File: src/pkg/rtc_serial_pkg.sv
// shared constants, types and encodings for the rtc two-wire target
// Overview of operation
// - read/write bit after device code picks mode
// - device acks each received byte on ninth clock while the register has room
// - read bytes shift out msb first
// - master nack ends read, device releases line
// - select bit picks status register one or two
// - select bit picks line a or b data
// - alarm mode makes data three bytes, else one
// - frequency mode byte holds frequency setting
// - abandoned transfer keeps state until stop or start
// - valid stop returns interface to idle
// - stop ignored while device drives line low
// - start ignored while device drives line low
// - recovery clocks finish output, then release line
package rtc_serial_pkg;

  // device code, arbitrary value
  localparam logic [3:0] DEV_CODE      = 4'ha;

  // address byte layout: code, group, select, direction
  localparam int         ADR_DEV_LSB   = 4;
  localparam int         ADR_GRP_LSB   = 2;
  localparam int         ADR_SEL_BIT   = 1;
  localparam int         ADR_RW_BIT    = 0;
  localparam logic [1:0] GRP_STATUS    = 2'h0;
  localparam logic [1:0] GRP_INTD      = 2'h2;

  // byte storage
  localparam int         NUM_BYTES     = 10;
  localparam int         BYTE_W        = 8;
  localparam int         IDX_W         = 4;
  localparam logic [3:0] IDX_ST1       = 4'h0;
  localparam logic [3:0] IDX_ST2       = 4'h1;
  localparam logic [3:0] IDX_INTA      = 4'h2;
  localparam logic [3:0] IDX_INTB      = 4'h5;
  localparam logic [3:0] IDX_AUX0      = 4'h8;
  localparam logic [3:0] IDX_AUX1      = 4'h9;
  localparam logic [7:0] RST_BYTE      = 8'h00;

  // status register two: interrupt line modes
  localparam int         ST2_MODEA_LSB = 0;
  localparam int         ST2_MODEB_LSB = 2;
  localparam logic [1:0] MODE_ALARM    = 2'h1;
  localparam logic [1:0] MODE_FREQ     = 2'h2;
  localparam logic [1:0] LEN_ALARM     = 2'h3;
  localparam logic [1:0] LEN_ONE       = 2'h1;

  // bit counting on the link
  localparam logic [3:0] BYTE_BITS     = 4'h8;
  localparam logic [3:0] LAST_BIT      = 4'h7;
  localparam logic       SDA_LOW       = 1'b0;

  // wishbone byte offsets
  localparam int         WB_AW         = 8;
  localparam logic [7:0] OFF_ST1       = 8'h00;
  localparam logic [7:0] OFF_ST2       = 8'h04;
  localparam logic [7:0] OFF_INTA      = 8'h08;
  localparam logic [7:0] OFF_INTB      = 8'h0c;
  localparam logic [7:0] OFF_AUX       = 8'h10;
  localparam logic [7:0] OFF_LINK      = 8'h14;

  typedef enum logic [2:0] {
    S_IDLE  = 3'b000,
    S_ADDR  = 3'b001,
    S_ACK   = 3'b011,
    S_WRITE = 3'b010,
    S_READ  = 3'b110,
    S_RACK  = 3'b111,
    S_HOLD  = 3'b101
  } link_state_t;

  typedef struct packed {
    logic                 en;
    logic [IDX_W-1:0]     idx;
    logic [BYTE_W-1:0]    data;
  } ser_wr_t;

  typedef struct packed {
    logic                 rd;
    logic [1:0]           cnt;
    logic                 drv;
    link_state_t          st;
  } link_stat_t;

endpackage : rtc_serial_pkg

File: src/rtl/line_sync.sv
// two-flop synchroniser for the link pins
module line_sync #(
  parameter int W = 2
) (
  // clock and reset
  input  wire logic         clk_i,
  input  wire logic         rst_i,
  // pins and synchronised copy
  input  wire logic [W-1:0] d_i,
  output logic      [W-1:0] q_o
);

  logic [W-1:0] meta_q;

  // idle bus level is high
  always_ff @(posedge clk_i) begin
    if (rst_i) begin
      meta_q <= {W{1'b1}};
      q_o    <= {W{1'b1}};
    end else begin
      meta_q <= d_i;
      q_o    <= meta_q;
    end
  end

endmodule : line_sync

File: src/rtl/reg_bank.sv
// byte storage with a serial write port and wishbone byte writes
module reg_bank
  import rtc_serial_pkg::*;
(
  // clock and reset
  input  wire logic                        clk_i,
  input  wire logic                        rst_i,
  // serial write port
  input  wire ser_wr_t                     ser_wr_i,
  // bus write port
  input  wire logic [NUM_BYTES-1:0]        wb_we_i,
  input  wire logic [NUM_BYTES*BYTE_W-1:0] wb_wd_i,
  // storage contents
  output logic      [NUM_BYTES*BYTE_W-1:0] bytes_o
);

  logic [BYTE_W-1:0] mem_q [NUM_BYTES];

  // serial write wins over a bus write to the same byte
  for (genvar i = 0; i < NUM_BYTES; i++) begin : g_byte
    wire ser_hit = ser_wr_i.en && (ser_wr_i.idx == IDX_W'(i));
    always_ff @(posedge clk_i) begin
      if (rst_i) begin
        mem_q[i] <= RST_BYTE;
      end else if (ser_hit) begin
        mem_q[i] <= ser_wr_i.data;
      end else if (wb_we_i[i]) begin
        mem_q[i] <= wb_wd_i[i*BYTE_W +: BYTE_W];
      end
    end
    assign bytes_o[i*BYTE_W +: BYTE_W] = mem_q[i];
  end

endmodule : reg_bank

File: src/rtl/rtc_serial_target.sv
// two-wire serial target of the rtc with wishbone register access
module rtc_serial_target
  import rtc_serial_pkg::*;
(
  // clock and reset
  input  wire logic             clk_i,
  input  wire logic             rst_i,
  // wishbone slave
  input  wire logic             wb_cyc_i,
  input  wire logic             wb_stb_i,
  input  wire logic             wb_we_i,
  input  wire logic [WB_AW-1:0] wb_adr_i,
  input  wire logic [3:0]       wb_sel_i,
  input  wire logic [31:0]      wb_dat_i,
  output logic      [31:0]      wb_dat_o,
  output logic                  wb_ack_o,
  // two-wire link
  input  wire logic             scl_i,
  input  wire logic             sda_i,
  output logic                  sda_o,
  output logic                  sda_oe_o
);

  localparam int BW = NUM_BYTES * BYTE_W;

  // byte picked out of the flattened storage
  function automatic logic [BYTE_W-1:0] byte_at(
    input logic [BW-1:0]    v,
    input logic [IDX_W-1:0] i
  );
    byte_at = v[i*BYTE_W +: BYTE_W];
  endfunction : byte_at

  // first storage byte of a command
  function automatic logic [IDX_W-1:0] cmd_base(
    input logic [1:0] grp,
    input logic       sel
  );
    case (grp)
      GRP_STATUS: cmd_base = sel ? IDX_ST2 : IDX_ST1;
      GRP_INTD:   cmd_base = sel ? IDX_INTB : IDX_INTA;
      default:    cmd_base = sel ? IDX_AUX1 : IDX_AUX0;
    endcase
  endfunction : cmd_base

  // bytes in a command's register, from status two
  function automatic logic [1:0] cmd_len(
    input logic [1:0]        grp,
    input logic              sel,
    input logic [BYTE_W-1:0] st2
  );
    logic [1:0] mode;
    mode = sel ? st2[ST2_MODEB_LSB +: 2] : st2[ST2_MODEA_LSB +: 2];
    if (grp == GRP_INTD && mode == MODE_ALARM) begin
      cmd_len = LEN_ALARM;
    end else begin
      cmd_len = LEN_ONE;
    end
  endfunction : cmd_len

  // word offset match, low two address bits ignored
  function automatic logic off_hit(
    input logic [WB_AW-1:0] a,
    input logic [WB_AW-1:0] off
  );
    off_hit = a[WB_AW-1:2] == off[WB_AW-1:2];
  endfunction : off_hit

  // ---- pin synchronisation and edge detection ----
  logic [1:0] pins_s;
  logic       scl_s;
  logic       sda_s;
  logic       scl_p_q;
  logic       sda_p_q;

  line_sync #(
    .W (2)
  ) u_sync (
    .clk_i (clk_i),
    .rst_i (rst_i),
    .d_i   ({scl_i, sda_i}),
    .q_o   (pins_s)
  );

  assign scl_s = pins_s[1];
  assign sda_s = pins_s[0];

  always_ff @(posedge clk_i) begin
    if (rst_i) begin
      scl_p_q <= 1'b1;
      sda_p_q <= 1'b1;
    end else begin
      scl_p_q <= scl_s;
      sda_p_q <= sda_s;
    end
  end

  logic sda_oe_q;
  logic sda_out_q;

  wire scl_rise   = scl_s & ~scl_p_q;
  wire scl_fall   = ~scl_s & scl_p_q;
  wire scl_high   = scl_s & scl_p_q;
  // own low drive masks both conditions
  wire start_cond = scl_high & sda_p_q & ~sda_s & ~sda_oe_q;
  wire stop_cond  = scl_high & ~sda_p_q & sda_s & ~sda_oe_q;

  // ---- link state ----
  link_state_t       state_q;
  link_state_t       state_d;
  logic [BYTE_W-1:0] shift_q;
  logic [BYTE_W-1:0] shift_d;
  logic [3:0]        bit_q;
  logic [3:0]        bit_d;
  logic [1:0]        cnt_q;
  logic [1:0]        cnt_d;
  logic [1:0]        len_q;
  logic [1:0]        len_d;
  logic [IDX_W-1:0]  base_q;
  logic [IDX_W-1:0]  base_d;
  logic              rd_q;
  logic              rd_d;
  logic              mack_q;
  logic              mack_d;
  logic              oe_d;

  logic [BW-1:0]     bytes_w;
  ser_wr_t           ser_wr;

  wire [1:0]        adr_grp  = shift_q[ADR_GRP_LSB +: 2];
  wire              adr_sel  = shift_q[ADR_SEL_BIT];
  wire              dev_hit  = shift_q[BYTE_W-1:ADR_DEV_LSB] == DEV_CODE;
  wire              byte_end = scl_fall && (bit_q == BYTE_BITS);
  wire [1:0]        cnt_inc  = cnt_q + 2'h1;
  wire              more_rd  = cnt_inc < len_q;
  wire              room_wr  = cnt_q < len_q;
  wire [IDX_W-1:0]  cur_idx  = base_q + {2'b00, cnt_q};
  wire [IDX_W-1:0]  nxt_idx  = base_q + {2'b00, cnt_inc};
  wire [BYTE_W-1:0] rd_cur   = byte_at(bytes_w, cur_idx);
  wire [BYTE_W-1:0] rd_nxt   = byte_at(bytes_w, nxt_idx);
  wire [BYTE_W-1:0] st2_now  = byte_at(bytes_w, IDX_ST2);

  // received byte goes to storage while it fits
  assign ser_wr.en   = (state_q == S_WRITE) && byte_end && room_wr && !stop_cond;
  assign ser_wr.idx  = cur_idx;
  assign ser_wr.data = shift_q;

  always_comb begin
    state_d = state_q;
    shift_d = shift_q;
    bit_d   = bit_q;
    cnt_d   = cnt_q;
    len_d   = len_q;
    base_d  = base_q;
    rd_d    = rd_q;
    mack_d  = mack_q;
    oe_d    = sda_oe_q;
    if (stop_cond) begin
      state_d = S_IDLE;
      oe_d    = 1'b0;
    end else if (start_cond) begin
      state_d = S_ADDR;
      bit_d   = '0;
    end else begin
      // no stop or start seen: state steps per the case below
      case (state_q)
        // refused or finished: wait for stop or start
        S_IDLE, S_HOLD: begin
          oe_d = 1'b0;
        end
        S_ADDR, S_WRITE: begin
          if (scl_rise && bit_q != BYTE_BITS) begin
            shift_d = {shift_q[BYTE_W-2:0], sda_s};
            bit_d   = bit_q + 4'h1;
          end else if (byte_end) begin
            if (state_q == S_ADDR && dev_hit) begin
              rd_d    = shift_q[ADR_RW_BIT];
              base_d  = cmd_base(adr_grp, adr_sel);
              // length latched now; later status writes do not resize
              len_d   = cmd_len(adr_grp, adr_sel, st2_now);
              cnt_d   = '0;
              oe_d    = 1'b1;
              state_d = S_ACK;
            end else if (state_q == S_WRITE && room_wr) begin
              cnt_d   = cnt_inc;
              oe_d    = 1'b1;
              state_d = S_ACK;
            end else begin
              state_d = S_HOLD;
            end
          end
        end
        S_ACK: begin
          if (scl_fall) begin
            bit_d = '0;
            // first read bit goes out at the ack fall
            if (rd_q) begin
              shift_d = rd_cur;
              oe_d    = ~rd_cur[BYTE_W-1];
              state_d = S_READ;
            end else begin
              oe_d    = 1'b0;
              state_d = S_WRITE;
            end
          end
        end
        S_READ: begin
          if (scl_fall) begin
            if (bit_q == LAST_BIT) begin
              // eighth fall hands the ack slot to the master
              oe_d    = 1'b0;
              state_d = S_RACK;
            end else begin
              shift_d = {shift_q[BYTE_W-2:0], 1'b0};
              oe_d    = ~shift_q[BYTE_W-2];
              bit_d   = bit_q + 4'h1;
            end
          end
        end
        S_RACK: begin
          // master ack sampled at the rise, acted on at the fall
          if (scl_rise) begin
            mack_d = ~sda_s;
          end else if (scl_fall) begin
            bit_d = '0;
            if (mack_q && more_rd) begin
              cnt_d   = cnt_inc;
              shift_d = rd_nxt;
              oe_d    = ~rd_nxt[BYTE_W-1];
              state_d = S_READ;
            end else begin
              oe_d    = 1'b0;
              state_d = S_HOLD;
            end
          end
        end
        default: begin
          oe_d    = 1'b0;
          state_d = S_IDLE;
        end
      endcase
    end
  end

  always_ff @(posedge clk_i) begin
    if (rst_i) begin
      state_q   <= S_IDLE;
      shift_q   <= '0;
      bit_q     <= '0;
      cnt_q     <= '0;
      len_q     <= LEN_ONE;
      base_q    <= IDX_ST1;
      rd_q      <= 1'b0;
      mack_q    <= 1'b0;
      sda_oe_q  <= 1'b0;
      sda_out_q <= SDA_LOW;
    end else begin
      state_q   <= state_d;
      shift_q   <= shift_d;
      bit_q     <= bit_d;
      cnt_q     <= cnt_d;
      len_q     <= len_d;
      base_q    <= base_d;
      rd_q      <= rd_d;
      mack_q    <= mack_d;
      sda_oe_q  <= oe_d;
      sda_out_q <= SDA_LOW;
    end
  end

  // open drain: level fixed low, the enable signals
  assign sda_o    = sda_out_q;
  assign sda_oe_o = sda_oe_q;

  // ---- wishbone slave ----
  logic                 ack_q;
  logic [31:0]          dat_q;
  logic [NUM_BYTES-1:0] wb_we;
  logic [BW-1:0]        wb_wd;
  link_stat_t           link_stat;

  wire       req      = wb_cyc_i & wb_stb_i & ~ack_q;
  wire       wr_req   = req & wb_we_i;
  wire       hit_st1  = off_hit(wb_adr_i, OFF_ST1);
  wire       hit_st2  = off_hit(wb_adr_i, OFF_ST2);
  wire       hit_inta = off_hit(wb_adr_i, OFF_INTA);
  wire       hit_intb = off_hit(wb_adr_i, OFF_INTB);
  wire       hit_aux  = off_hit(wb_adr_i, OFF_AUX);
  wire       hit_link = off_hit(wb_adr_i, OFF_LINK);

  // mirrored lanes let one word fill any multi-byte register
  assign wb_wd = {wb_dat_i[15:0], {2{wb_dat_i[23:0]}}, {2{wb_dat_i[7:0]}}};

  assign wb_we = {NUM_BYTES{wr_req}} & {
    hit_aux  & wb_sel_i[1], hit_aux  & wb_sel_i[0],
    hit_intb & wb_sel_i[2], hit_intb & wb_sel_i[1], hit_intb & wb_sel_i[0],
    hit_inta & wb_sel_i[2], hit_inta & wb_sel_i[1], hit_inta & wb_sel_i[0],
    hit_st2  & wb_sel_i[0], hit_st1  & wb_sel_i[0]
  };

  assign link_stat.rd  = rd_q;
  assign link_stat.cnt = cnt_q;
  assign link_stat.drv = sda_oe_q;
  assign link_stat.st  = state_q;

  // read words per offset, unused upper lanes zero
  wire [31:0] rd_st1  = 32'(byte_at(bytes_w, IDX_ST1));
  wire [31:0] rd_st2  = 32'(st2_now);
  wire [31:0] rd_inta = 32'(bytes_w[IDX_INTA*BYTE_W +: 3*BYTE_W]);
  wire [31:0] rd_intb = 32'(bytes_w[IDX_INTB*BYTE_W +: 3*BYTE_W]);
  wire [31:0] rd_aux  = 32'(bytes_w[IDX_AUX0*BYTE_W +: 2*BYTE_W]);
  wire [31:0] rd_link = 32'(link_stat);

  wire [31:0] rdata =
    hit_st1  ? rd_st1  :
    hit_st2  ? rd_st2  :
    hit_inta ? rd_inta :
    hit_intb ? rd_intb :
    hit_aux  ? rd_aux  :
    hit_link ? rd_link : 32'h0000_0000;

  always_ff @(posedge clk_i) begin
    if (rst_i) begin
      ack_q <= 1'b0;
      dat_q <= 32'h0000_0000;
    end else begin
      ack_q <= req;
      dat_q <= req ? rdata : dat_q;
    end
  end

  assign wb_ack_o = ack_q;
  assign wb_dat_o = dat_q;

  reg_bank u_bank (
    .clk_i    (clk_i),
    .rst_i    (rst_i),
    .ser_wr_i (ser_wr),
    .wb_we_i  (wb_we),
    .wb_wd_i  (wb_wd),
    .bytes_o  (bytes_w)
  );

endmodule : rtc_serial_target

File: config.mk
export PLATFORM = sky130hd
export DESIGN_NAME = rtc_serial_target
export DESIGN_NICKNAME = d
export VERILOG_FILES = /design/src/pkg/rtc_serial_pkg.sv /design/src/rtl/line_sync.sv /design/src/rtl/reg_bank.sv /design/src/rtl/rtc_serial_target.sv
export SDC_FILE = /design/constraint.sdc
export NUM_CORES = 1
export LEC_CHECK = 0
export BUFFER_PORTS_ARGS = -buffer_cell sky130_fd_sc_hd__buf_2
export CORE_MARGIN = 5
export CORE_UTILIZATION = 50
export CTS_CLUSTER_DIAMETER = 150
export DETAILED_ROUTE_END_ITERATION = 10
export PLACE_DENSITY = 0.69
export SKIP_LAST_GASP = 1
export SYNTH_ARGS = -nofsm -noshare
export SYNTH_HDL_FRONTEND = slang
export SYNTH_SLANG_ARGS = --single-unit
File: constraint.sdc
create_clock -name clk_i -period 3.5 [get_ports clk_i]
set_input_delay 0.7 -clock clk_i [delete_from_list [all_inputs] [get_ports clk_i]]
set_output_delay 0.7 -clock clk_i [all_outputs]
set_load 0.02 [all_outputs]
==> results.md, run 1 <==
- The run finished with clean final reports.
- The total power of the final layout is 3.82 mW.
- The cell area that synthesis handed to floorplanning was between 0.008 and 0.009 mm².
- The number of instances resized during post-cts repair is 0.
- The startpoint of the worst-slack reg-to-reg timing path is cnt_q[1]$_SDFFE_PP0P_.
- The via density per instance is approximately 6.6.
- The portion of synthesized area spent on multiplexers is 14.2%.
- Setup repair after global routing left no endpoint under its margin.
- The fmax is approximately 320 MHz.
- The worst max-slew margin expressed relative to the limit is roughly a tenth.
- The tree is rooted in a sky130_fd_sc_hd__clkbuf_16.
- The synthesized netlist devotes 0.497% of its cell area to XOR and XNOR gates.
- The main flop type after synthesis is sky130_fd_sc_hd__edfxtp_1.
- The clock sink count is 136.
- Once placement finished, the instance area stood at ~0.0090 mm².
- The number of buffers on the longest clock path is 2.
- The final-layout setup total negative slack is 0 ns.
- The hold violation count in the final report is 0.
- The portion of synthesized cell area occupied by the leading cell type is between 20 and 30%.
- Before antenna repair, the detailed router went through 5 iterations.
- The starting utilization of the core area is about half.
- The number of distinct library cell variants in the gate-level netlist after synthesis is 80.
- The share of async-settable or async-resettable flops after synthesis is 0%.
- The TritonCTS buffer count is 17.
- The nature of the critical path endpoint is a flip-flop.
- Of the synthesized area, sequential elements account for 41.2%.
- Measured along the y axis, the die boundary spans 141 µm.
- The growth of design area from synthesis to finish is 11.4%.
- The classification of the worst setup path is reg -> reg.
- For the worst setup path, the data required time is ~3.8 ns.
- At the pin with the least slew margin, the transition time is between 1 and 1.5 ns.
- For this run, the total global-route usage over all layers was measured as between 20% and 30%.
- The combinational family with the most area after synthesis is compound AO/OA/AOI/OAI gates.
- The count of fill cells added during filler insertion is roughly 1500.
- Power spread over the standard cell area amounts to 401 mW/mm².
- The TritonCTS clock tree is built.
- The beginning of the worst hold path is u_sync.meta_q[1]$_SDFF_PP1_.
- The via count of the first global-routing pass came to between 7000 and 8000.
- Sorting the synthesized cells by how often they occur yields sky130_fd_sc_hd__a22o_1, sky130_fd_sc_hd__edfxtp_1, sky130_fd_sc_hd__nor2_1, sky130_fd_sc_hd__dfxtp_1, sky130_fd_sc_hd__o21ai_0.
- Of the total power, registers draw about 47%.
- The number of antenna violations at the first check in global routing is 0.
- The fraction of final layout cells with drive strength greater than 1 is approximately 23%.
- The number of core rows is between 40 and 50.
- The hold buffer count at cts is 0.
- The arithmetic-cell share of the synthesized area counting full adders, half adders and majority gates is under 10%.
- In the final routed layout, each cell accounts on average for 25.3 µm.
- In this run the post-CTS setup repair buffer count came out at 0.
- The internal power of the cells totals ~2.8 mW.
- Wires add up to between 20000 and 30000 µm.
- The routed layout has ~7200 vias.
- Net switching is between 20 and 30% of the power.
- The number of remaining DRC errors is 0.
- In the synthesized netlist, the number of instances is approximately 820.
- The number of enable flip-flop cells after synthesis is 80.
- The number of H-tree levels is 4.
- Measured along the x axis, the die boundary spans 141 µm.
- The final critical-path required period is 3.12 ns.
- After floorplanning, the core was sized to cover between 0.015 and 0.02 mm².
- The number of DRC markers after the initial detailed-route iteration is around 830.
- The peak ir drop on the vdd network is between 0.0003 and 0.0004 V.
- Across the run, the number of max-cap violations was 0.
- The post-synthesis sequential element count is roughly 140.
- After the last flow step, the layout net total stands at 919.
- Data arrives at the worst endpoint at ~3.4 ns.
- The aggregate global routing overflow is 0.
- The diode insertion count for antenna repair is 0.
- The kind of start point of the critical path is a flip-flop.
- The tightest min-delay check is of the reg -> reg type.
- The worst-path maximum fanout is 8.
- The count of final max-slew check failures came to 0.
- In this run the power spent charging and discharging nets is slightly below 1 mW.
- At the later pin of the worst-skew pair, clock insertion delay measures around 0.43 ns.
- Summed over all instances, the cell type with the most area after synthesis is sky130_fd_sc_hd__edfxtp_1.
- After legalization and detailed placement, the total HPWL measured 21100 µm.
- Summed over all cells, the static leakage comes to ~3.6 nW.
- At the end of the flow the core is filled with cells to between 50% and 60%.
- The global-route wire length before repair is roughly 42000 µm.
- The number of antenna-violating nets in the routed design is 0.
- The die covers 0.0198 mm².
- With fillers left out, the area of the finished cells amounts to 0.00953 mm².
- Yosys printed 0 warnings.
- Clock-pin slew was measured on the worst setup and hold paths at roughly 0.060 ns.
- After synthesis, the mean cell area works out to a little over 10 µm².
- The startpoint of the worst setup timing path is cnt_q[1]$_SDFFE_PP0P_.
- Entering global routing, the biggest net connects 43 pins.
- The placer congestion estimate is between 1 and 1.5.
- Yosys attributes the largest share of cell area to sky130_fd_sc_hd__edfxtp_1, sky130_fd_sc_hd__dfxtp_1, sky130_fd_sc_hd__mux4_2.
- Setup violations remaining at the end of the flow were counted as 0.
- The most frequent cell after synthesis is sky130_fd_sc_hd__a22o_1.
- The share of total power dissipated in combinational logic is 7.4%.
- The post-synthesis simple-gate area fraction is between 15 and 20%.
- The compound-cell area share of the yosys netlist is 20.2%.
- For the final database, setup skew stands at 0.00964 ns.
- The number of ports placed on the die boundary is between 80 and 90.
- The share of total power dissipated in the clock network is between 40% and 50%.
- The portion of the clock cycle consumed by the worst path in the final layout is between 80 and 90%.
- In this run the register-to-register setup slack is between 0.3 and 0.4 ns.
- Buffers placed on the I/O ports in this run total 65.
critical path, cell delays in order, from the launching register on:
cell,delay (ns)
sky130_fd_sc_hd__dfxtp_1,0.49
sky130_fd_sc_hd__inv_1,0.14
sky130_fd_sc_hd__fa_1,0.78
sky130_fd_sc_hd__nand4_1,0.39
sky130_fd_sc_hd__nor3b_1,0.43
sky130_fd_sc_hd__nor2b_1,0.53
sky130_fd_sc_hd__a22o_1,0.22
registers in the layout, indices dropped and copies added, names as in the netlist, 2 cells and up:
signal	count
u_bank.mem_q	80
wb_dat_o	24
shift_q	8
base_q	4
bit_q	4
state_q	3
cnt_q	2
u_sync.meta_q	2
u_sync.q_o	2
power by group through the flow:
stage	logic, mW	registers, mW	clock network [mW]
2_1_floorplan	0.171	1.81	0
3_3_place_gp	0.275	1.82	0
3_5_place_dp	0.279	1.83	0
4_1_cts	0.280	1.79	1.75
5_1_grt	0.303	1.80	1.83
6_report	0.283	1.79	1.75
layout make-up:
class / instances / area (µm²) / share of cell area [%]
flip-flops and latches: 136 / 3520 / 37.0
repair buffers: 88 / 498 / 5.22
inverters: 17 / 63.8 / 0.669
clock buffers: 17 / 425 / 4.46
multi-input cells: 599 / 4610 / 48.3
well taps: 220 / 275 / 2.89
clock inverters: 15 / 143 / 1.50
layer usage:
metal | global-route usage (%) | vias up | share of wire, %
li1 | - | 3231 | -
met1 | 38.3 | 3545 | 41
met2 | 43.8 | 394 | 46
met3 | 6.60 | 65 | 9.7
met4 | 10.9 | 0 | 3.5
met5 | 0 | - | 0
final timing paths:
path / depth (start not counted) / endpoint
worst min register to register: 1 / u_sync.q_o[1]$_SDFF_PP1_
worst max-delay path: 6 / u_bank.mem_q[4][6]$_SDFFCE_PN0P_
worst min-delay path: 1 / u_sync.q_o[1]$_SDFF_PP1_
worst max register to register: 6 / u_bank.mem_q[4][6]$_SDFFCE_PN0P_
placed cells by master, fill, tap and decap left out, types with 7 or more instances in the layout:
master                      synthesis  layout
sky130_fd_sc_hd__nor2b_1           12      12
sky130_fd_sc_hd__nor2_1            70      69
sky130_fd_sc_hd__mux4_2            33      33
sky130_fd_sc_hd__a22oi_1           15      15
sky130_fd_sc_hd__buf_2             20      65
sky130_fd_sc_hd__conb_1             1       9
sky130_fd_sc_hd__and3_1             8       8
sky130_fd_sc_hd__o21ai_0           43      43
sky130_fd_sc_hd__a22o_1            81      81
sky130_fd_sc_hd__nand3_1           20      20
sky130_fd_sc_hd__or2_2              8       8
sky130_fd_sc_hd__buf_4             15      23
sky130_fd_sc_hd__edfxtp_1          80      80
sky130_fd_sc_hd__mux2i_1           38      38
sky130_fd_sc_hd__nand2_1           40      40
sky130_fd_sc_hd__clkbuf_16          0      17
sky130_fd_sc_hd__dfxtp_1           56      56
sky130_fd_sc_hd__nor3_1            26      26
sky130_fd_sc_hd__a21oi_1           34      34
sky130_fd_sc_hd__mux2_2             8       8
sky130_fd_sc_hd__a311oi_1           7       7
sky130_fd_sc_hd__nand2b_1          14      14
sky130_fd_sc_hd__o211ai_1          10      10
sky130_fd_sc_hd__or3_1             13      13
sky130_fd_sc_hd__inv_1             15      15
sky130_fd_sc_hd__a31oi_1           11      11
sky130_fd_sc_hd__and2_1             9       9
kinds of logic (layout without fill, tap and decap cells):
group,after synthesis,count (layout)
other,1,9
AOI/OAI and AO/OA,237,237
and+or+nand+nor,261,261
buffers and inverters,97,137
adders and majority gates,9,9
DFF,136,136
muxes,79,79
xor gates and xnor gates,4,4
metrics by stage:
stage          worst slack (ns)  cells  hold slack, ns
3_3_place_gp              0.496   1060           0.396
3_5_place_dp              0.458   1060           0.394
5_1_grt                   0.200   1092           0.433
4_1_cts                   0.462   1092           0.409
6_report                  0.377   1092           0.404
2_1_floorplan             0.792    832           0.389
Power figures use the tool's default switching activity.
==> inputs of run 2 (changes only) <==
--- a/config.mk
+++ b/config.mk
@@ -6,11 +6,13 @@
 export NUM_CORES = 1
 export LEC_CHECK = 0
 export BUFFER_PORTS_ARGS = -buffer_cell sky130_fd_sc_hd__buf_2
+export CELL_PAD_IN_SITES_DETAIL_PLACEMENT = 0
+export CELL_PAD_IN_SITES_GLOBAL_PLACEMENT = 1
 export CORE_MARGIN = 5
-export CORE_UTILIZATION = 50
+export CORE_UTILIZATION = 47
 export CTS_CLUSTER_DIAMETER = 150
 export DETAILED_ROUTE_END_ITERATION = 10
-export PLACE_DENSITY = 0.69
+export PLACE_DENSITY = 0.8
 export SKIP_LAST_GASP = 1
 export SYNTH_ARGS = -nofsm -noshare
 export SYNTH_HDL_FRONTEND = slang
==> results.md, run 2 (synthesized netlist as in run 1, its figures left out) <==
- The length of routed met2 wiring is 12800 µm (about the same).
- The via count of the first global-routing pass is 7091 (+0.82%).
- The register clock-pin slew on the reported worst setup and hold paths is 0.06 ns (about the same).
- The power density relative to cell area is 406 mW/mm² (+1.3%).
- The total die area is 0.0210 mm² (+5.9%).
- The global-route wire length before repair is 42800 µm (+0.86%).
- The overall die width came to 145 µm (+2.9%).
- The hold buffer count at cts is 0 (unchanged).
- The number of antenna-violating nets in the routed design is 0 (unchanged).
- The number of vias after detailed routing came to 7261 (+0.36%).
- The number of max-cap violations was 0 (unchanged).
- The post-DP HPWL is 21300 µm (+0.73%).
- The first-pass iteration count of the detailed router came to 5 (unchanged).
- The critical path starts at cnt_q[0]$_SDFFE_PP0P_.
- The worst hold slack is 0.405 ns (+0.000717 ns).
- The average wire per standard cell was 25.3 µm (about the same).
- The final cell utilization of the core is 53.5% (-3.6 points).
- The number of remaining DRC errors is 0 (unchanged).
- The number of buffers on the longest clock path is 2 (unchanged).
- The fraction of final layout cells with drive strength greater than 1 is 22.7% (+0.089 points).
- The flow ran to the end, and the final reports show no timing, DRC or antenna violations.
- The slack of the worst reg-to-reg path is 0.39 ns (about the same).
- The largest net degree at the start of global routing came to 38 (-12%).
- The core footprint is 0.0180 mm² (+7.6%).
- The placer congestion estimate came to 1.01 (-1.9%).
- The number of H-tree levels was 4 (unchanged).
- The number of antenna violations at the first check in global routing is 0 (unchanged).
- The kind of start point of the critical path is a flip-flop.
- The buffer cell driving the clock tree root is sky130_fd_sc_hd__clkbuf_16.
- The data required time at the worst endpoint is 3.78 ns (-0.02 ns).
- By startpoint and endpoint, the worst setup path is classified as reg -> reg.
- The buffer count from post-CTS setup fixing was 0 (unchanged).
- Leaving out fill and tap cells, the most frequent cell in the layout is sky130_fd_sc_hd__a22o_1.
- The number of nets in the layout is 920 (+0.11%).
- The vertical extent of the die is 145 µm (+2.9%).
- The count of input and output buffers is 65 (unchanged).
- The worst setup path is captured at a flip-flop.
- The capturing point of the worst reg2reg path is shift_q[1]$_SDFFE_PP0P_.
- The diode insertion count for antenna repair came to 0 (unchanged).
- The number of ports placed on the die boundary is 86 (unchanged).
- The clock sink count is 136 (unchanged).
- The leakage component of the power is 3.65 nW (+0.61%).
- The worst max-slew margin expressed relative to the limit is 8.38% (-0.96 points).
- The later-pin clock latency in the skew report is 0.44 ns (about the same).
- The final clock skew came to 0.0208 ns (+0.0112 ns).
- The via density per instance is 6.59 (-0.55%).
- The peak ir drop on the vdd network is 0.000341 V (-0.85%).
- The number of core rows is 49 (+4.3%).
- The register with the most flip-flops in the final layout is u_bank.mem_q.
- The arrival time at the worst endpoint is 3.40 ns (-0.02 ns).
- The portion of the clock cycle consumed by the worst path in the final layout was 88.9% (-0.32 points).
- The final-layout setup total negative slack came to 0 ns (unchanged).
- The final critical-path required period came to 3.11 ns (-0.0112 ns).
- The min-delay analysis places its worst path in the category reg -> reg.
- The critical path capture point is shift_q[1]$_SDFFE_PP0P_.
- The number of instances resized during post-cts repair is 0 (unchanged).
- The number of DRC markers after the initial detailed-route iteration is 655 (-21%).
- The count of final max-slew check failures is 0 (unchanged).
- The TritonCTS buffer count is 17 (unchanged).
- Setup repair after global routing left no endpoint under its margin.
- The flip-flop count of the largest register after layout is 80 (unchanged).
- Leaving out fill and tap cells, the most frequent cells in the layout are sky130_fd_sc_hd__a22o_1, sky130_fd_sc_hd__edfxtp_1, sky130_fd_sc_hd__nor2_1, sky130_fd_sc_hd__buf_2, sky130_fd_sc_hd__dfxtp_1.
- Routed signal wires occupy layers up through met4.
- The path depth of the worst reg2reg path is 9 (+3).
- The hold violation count in the final report was 0 (unchanged).
- The setup-violating endpoint count in the final report is 0 (unchanged).
- The fmax is 321 MHz (+0.36%).
- The final wirelength is 27900 µm (+0.94%).
- The aggregate global routing overflow is 0 (unchanged).
- The routed length on met1 is 11400 µm (+1.9%).
- The overall fraction of global-route tracks in use is 26.3% (-1.8 points).
- The slew at the pin closest to its max-slew limit came to 1.36 ns (+0.0142 ns).
- The starting utilization of the core area is 47.7% (-3.6 points).
- The growth of design area from synthesis to finish is 12.2%.
- In this run the critical register-to-register path is launched from cnt_q[0]$_SDFFE_PP0P_.
- The detailed route wirelength on metal3 came to 2330 µm (-13%).
- The worst-path maximum fanout is 9 (+1).
- TritonCTS built the clock tree.
==> run 2: layout make-up <==
| cell class | instances | area, µm² |
|---|---|---|
| clock inverter | 11 | 91.3 |
| timing repair buffer | 89 | 518 |
| sequential | 136 | 3520 |
| tap | 229 | 287 |
| clock buffer | 21 | 514 |
| fill | 1553 | 8360 |
| inverter | 17 | 63.8 |
| multi-input combinational | 599 | 4610 |
==> run 2: report_power, final <==
group | switching (mW) | internal [mW] | leakage [nW]
logic | 0.174 | 0.103 | 2.08
registers | 0.0575 | 1.74 | 1.27
clock network | 0.754 | 1.07 | 0.296
==> run 2: critical path: stages (launching register included) <==
cell and delay, ns:
sky130_fd_sc_hd__dfxtp_1 0.55, sky130_fd_sc_hd__xor2_1 0.27, sky130_fd_sc_hd__inv_1 0.09, sky130_fd_sc_hd__fa_1 0.87, sky130_fd_sc_hd__buf_4 0.28, sky130_fd_sc_hd__mux4_2 0.35, sky130_fd_sc_hd__mux2i_1 0.14, sky130_fd_sc_hd__o21ai_0 0.09
sky130_fd_sc_hd__a22oi_1 0.21, sky130_fd_sc_hd__a311oi_1 0.12
==> run 2: layer usage <==
metal | vias to the layer above | GRT usage (%)
li1 | 3238 | -
met5 | - | 0
met2 | 400 | 40.6
met1 | 3551 | 36.1
met3 | 72 | 4.58
met4 | 0 | 12.5
==> run 2: worst min path at each step <==
stage                                     start                  endpoint  cells past startpoint
CTS                 u_sync.meta_q[0]$_SDFF_PP1_  u_sync.q_o[0]$_SDFF_PP1_                      1
global placement    u_sync.meta_q[0]$_SDFF_PP1_  u_sync.q_o[0]$_SDFF_PP1_                      1
finish              u_sync.meta_q[0]$_SDFF_PP1_  u_sync.q_o[0]$_SDFF_PP1_                      1
floorplan           u_sync.meta_q[0]$_SDFF_PP1_  u_sync.q_o[0]$_SDFF_PP1_                      1
global route        u_sync.meta_q[0]$_SDFF_PP1_  u_sync.q_o[0]$_SDFF_PP1_                      1
detailed placement  u_sync.meta_q[0]$_SDFF_PP1_  u_sync.q_o[0]$_SDFF_PP1_                      1
==> run 2: metrics by stage <==
stage                     setup WS [ns]  cell area (µm²)  cells  power, mW
final                             0.389             9600   1102       3.90
after global routing              0.185             9600   1102       4.02
after CTS                         0.398             9600   1102       3.91
after detailed placement          0.407             9000   1070       2.10
after global placement            0.496             9000   1070       2.10
after floorplan                   0.792             8590    832       1.98
==> inputs of run 3 (changes only) <==
--- a/config.mk
+++ b/config.mk
@@ -5,14 +5,15 @@
 export SDC_FILE = /design/constraint.sdc
 export NUM_CORES = 1
 export LEC_CHECK = 0
+export ABC_AREA = 1
 export BUFFER_PORTS_ARGS = -buffer_cell sky130_fd_sc_hd__buf_2
 export CELL_PAD_IN_SITES_DETAIL_PLACEMENT = 0
 export CELL_PAD_IN_SITES_GLOBAL_PLACEMENT = 1
-export CORE_MARGIN = 5
-export CORE_UTILIZATION = 47
+export CORE_MARGIN = 2
+export CORE_UTILIZATION = 44
 export CTS_CLUSTER_DIAMETER = 150
 export DETAILED_ROUTE_END_ITERATION = 10
-export PLACE_DENSITY = 0.8
+export PLACE_DENSITY = 0.81
 export SKIP_LAST_GASP = 1
 export SYNTH_ARGS = -nofsm -noshare
 export SYNTH_HDL_FRONTEND = slang
==> results.md, run 3 <==
- The flow ran to the end, and the final reports show no timing, DRC or antenna violations.
- The overall fraction of global-route tracks in use is 32.1% (+5.8 points).
- The endpoint identified for the worst register-to-register timing path is u_bank.mem_q[4][6]$_SDFFCE_PN0P_.
- STA classifies the critical path startpoint as a flip-flop.
- The cell count of the worst hold path is 1 (unchanged).
- The overall die width came to 142 µm (-2.0%).
- The setup-violating endpoint count in the final report is 0 (unchanged).
- The power density relative to cell area is 429 mW/mm² (+5.6%).
- The worst hold slack came to 0.411 ns (+0.00623 ns).
- The via count of the first global-routing pass is 7734 (+9.1%).
- The peak ir drop on the vdd network was 0.000322 V (-5.6%).
- The most frequent cell after synthesis is sky130_fd_sc_hd__nand2_1.
- Ranked by flip-flop count, first place goes to u_bank.mem_q.
- The number of ports placed on the die boundary is 86 (unchanged).
- The slack of the worst reg-to-reg path is 0.48 ns (+0.09 ns).
- The top cell types in the final layout, fill and taps aside, are sky130_fd_sc_hd__nand2_1, sky130_fd_sc_hd__inv_1, sky130_fd_sc_hd__a21oi_1, sky130_fd_sc_hd__nor2_1, sky130_fd_sc_hd__o21ai_0.
- The post-DP HPWL is 24300 µm (+14%).
- The number of nets in the layout is 1251 (+36%).
- The total die area is 0.0202 mm² (-4.0%).
- The TritonCTS clock tree is built.
- The slew at the pin closest to its max-slew limit is 1.13 ns (-0.228 ns).
- The TritonCTS buffer count came to 17 (unchanged).
- The aggregate global routing overflow came to 0 (unchanged).
- The number of instances in the synthesized netlist is 1131 (+37%).
- Among all flip-flop cells after synthesis, the most frequent one is sky130_fd_sc_hd__edfxtp_1.
- The number of remaining DRC errors is 0 (unchanged).
- The path depth of the worst reg2reg path is 8 (-1).
- The largest net degree at the start of global routing is 55 (+45%).
- The count of final max-slew check failures is 0 (unchanged).
- The flip-flop count of the largest register after layout is 80 (unchanged).
- The number of distinct library cell variants in the gate-level netlist after synthesis was 46 (-43%).
- The starting utilization of the core area came to 44.8% (-2.9 points).
- The clock sink count is 136 (unchanged).
- The smallest setup slack after layout came to 0.477 ns (+0.0887 ns).
- The final critical-path required period is 3.02 ns (-0.0887 ns).
- The portion of synthesized cell area occupied by the leading cell type was 28.7% (+0.61 points).
- The final clock skew is 0.00922 ns (-0.0116 ns).
- The number of vias after detailed routing was 8626 (+19%).
- The leading area contributor after synthesis is sky130_fd_sc_hd__edfxtp_1.
- The total power of the final layout is 4.10 mW (+5.0%).
- The beginning of the worst hold path is u_sync.meta_q[0]$_SDFF_PP1_.
- The met3 capacity usage during global routing was 8.21% (+3.6 points).
- The core footprint was 0.0187 mm² (+4.1%).
- The worst-path maximum fanout is 15 (+6).
- The number of max-cap violations is 0 (unchanged).
- The cell sitting at the root of the clock tree is a sky130_fd_sc_hd__clkbuf_16.
- The first-pass iteration count of the detailed router came to 6 (+1).
- The class of the most critical hold timing path is reg -> reg.
- The routing usage on met2 is 44.6% (+4.0 points).
- The arrival time at the worst endpoint is 3.17 ns (-0.23 ns).
- The most common cell after layout, fill and taps aside is sky130_fd_sc_hd__nand2_1.
- The post-synthesis sequential area ratio is 42.0% (+0.89 points).
- The total of warnings raised by yosys is 0 (unchanged).
- The post-synthesis sequential element count is 136 (unchanged).
- The combined area of all synthesized cells is 0.00838 mm² (-2.1%).
- The hold buffer count at cts is 0 (unchanged).
- The portion of the clock cycle consumed by the worst path in the final layout was 86.4% (-2.5 points).
- In the synthesized netlist, the cells that appear most often are sky130_fd_sc_hd__nand2_1, sky130_fd_sc_hd__inv_1, sky130_fd_sc_hd__a21oi_1, sky130_fd_sc_hd__nor2_1, sky130_fd_sc_hd__o21ai_0.
- The hold violation count in the final report is 0 (unchanged).
- The mean instance size in the synthesized netlist is 7.41 µm² (-29%).
- The met1 track demand over resource is 48.0% (+12 points).
- The share of async-settable or async-resettable flops after synthesis is 0% (unchanged).
- The placer congestion estimate was 1.02 (+1.3%).
- The buffer count from post-CTS setup fixing is 0 (unchanged).
- The via density per instance is 6.00 (-8.9%).
- The leakage component of the power is 3.97 nW (+8.7%).
- The number of instances resized during post-cts repair is 0 (unchanged).
- The vertical extent of the die came to 142 µm (-2.0%).
- The count of input and output buffers is 65 (unchanged).
- The global-route wire length before repair was 47500 µm (+11%).
- Setup repair after global routing left no endpoint under its margin.
- The growth of design area from synthesis to finish is 14.0%.
- The nature of the critical path endpoint is a flip-flop.
- The post-placement worst setup slack came to 0.569 ns (+0.163 ns).
- The average wire per standard cell is 22.2 µm (-12%).
- The number of DRC markers after the initial detailed-route iteration is 1297 (+98%).
- The worst register-to-register path begins at cnt_q[0]$_SDFFE_PP0P_.
- The path with the worst hold slack has its endpoint at u_sync.q_o[0]$_SDFF_PP1_.
- The diode insertion count for antenna repair is 0 (unchanged).
- The global-route layer with the greatest usage is met1.
- The later-pin clock latency in the skew report came to 0.43 ns (about the same).
- The register clock-pin slew on the reported worst setup and hold paths is 0.06 ns (about the same).
- The fmax is 331 MHz (+2.9%).
- The data required time at the worst endpoint came to 3.65 ns (-0.13 ns).
- Sorting the synthesized cells by area gives the leading types as sky130_fd_sc_hd__edfxtp_1, sky130_fd_sc_hd__dfxtp_1, sky130_fd_sc_hd__nand2_1.
- The worst max-slew margin expressed relative to the limit was 23.7% (+15 points).
- The final wirelength is 32000 µm (+15%).
- The final-layout setup total negative slack is 0 ns (unchanged).
- The number of H-tree levels is 4 (unchanged).
- The fraction of final layout cells with drive strength greater than 1 is 12.9% (-9.8 points).
- The count of fill cells added during filler insertion is 1862 (+20%).
- The number of enable flip-flop cells after synthesis is 80 (unchanged).
- The number of antenna violations at the first check in global routing is 1 (+1).
- The number of antenna-violating nets in the routed design came to 0 (unchanged).
- The number of buffers on the longest clock path is 2 (unchanged).
- The number of core rows is 50 (+2.0%).
- The classification of the worst setup path is reg -> reg.
[run 3: cell type report]
cell class                      count  area [µm²]  area share (%)
Sequential cell                   136        3520            36.9
Tap cell                          234         293            3.07
Multi-Input combinational cell    799        4060            42.5
Clock inverter                     12         175            1.83
Clock buffer                       19         433            4.53
Inverter                          147         552            5.78
Timing Repair Buffer               90         513            5.37
[run 3: kinds of logic after synthesis]
family	after synthesis	share of synthesized area, %
AOI/OAI and AO/OA	338	22.9
adders and majority gates	9	1.52
and+or+nand+nor	438	22.8
DFF	136	42.0
other	1	0.0447
xor gates and xnor gates	5	0.926
buffers and inverters	204	9.85
[run 3: through the flow]
| stage | area, µm² | std cells | utilization [%] |
|---|---|---|---|
| final | 9550 | 1437 | 51.1 |
| after global routing | 9550 | 1437 | 51.1 |
| after CTS | 9550 | 1437 | 51.1 |
| after detailed placement | 8940 | 1406 | 47.8 |
| after global placement | 8940 | 1406 | 47.8 |
| after floorplan | 8410 | 1139 | - |
[run 3: report_power, final]
group | switching [mW] | total, mW | internal [mW]
clock | 0.721 | 1.91 | 1.19
combinational | 0.278 | 0.389 | 0.111
sequential | 0.0593 | 1.80 | 1.74
total | 1.06 | 4.10 | 3.04
[run 3: worst max-delay path, cell delays in order, from the launching register on]
cell and delay [ns]:
sky130_fd_sc_hd__dfxtp_1 0.37, sky130_fd_sc_hd__ha_1 0.21, sky130_fd_sc_hd__inv_1 0.06, sky130_fd_sc_hd__fa_1 0.59, sky130_fd_sc_hd__nand2_2 0.32, sky130_fd_sc_hd__inv_1 0.11, sky130_fd_sc_hd__buf_4 0.23, sky130_fd_sc_hd__a31oi_1 0.69
sky130_fd_sc_hd__a21oi_1 0.16
[run 3: layer usage]
metal	wire (µm)	vias to the layer above	share of wire (%)
met5	13	-	0.041
met4	930	2	2.9
met3	3940	67	12
met2	13200	537	41
met1	13900	4018	43
li1	-	4002	-
[run 3: worst max path at each step]
stage	from	to	slack (ns)	depth (start not counted)
2_1_floorplan	cnt_q[0]$_SDFFE_PP0P_	u_bank.mem_q[3][10]$_DFFE_PP_	0.98	8
3_3_place_gp	cnt_q[0]$_SDFFE_PP0P_	u_bank.mem_q[2][7]$_DFFE_PP_	0.60	9
3_5_place_dp	cnt_q[0]$_SDFFE_PP0P_	u_bank.mem_q[3][6]$_DFFE_PP_	0.57	8
4_1_cts	cnt_q[0]$_SDFFE_PP0P_	u_bank.mem_q[3][5]$_DFFE_PP_	0.55	8
5_1_grt	cnt_q[1]$_SDFFE_PP0P_	u_bank.mem_q[2][3]$_DFFE_PP_	0.33	8
6_report	cnt_q[0]$_SDFFE_PP0P_	u_bank.mem_q[4][6]$_SDFFCE_PN0P_	0.48	8
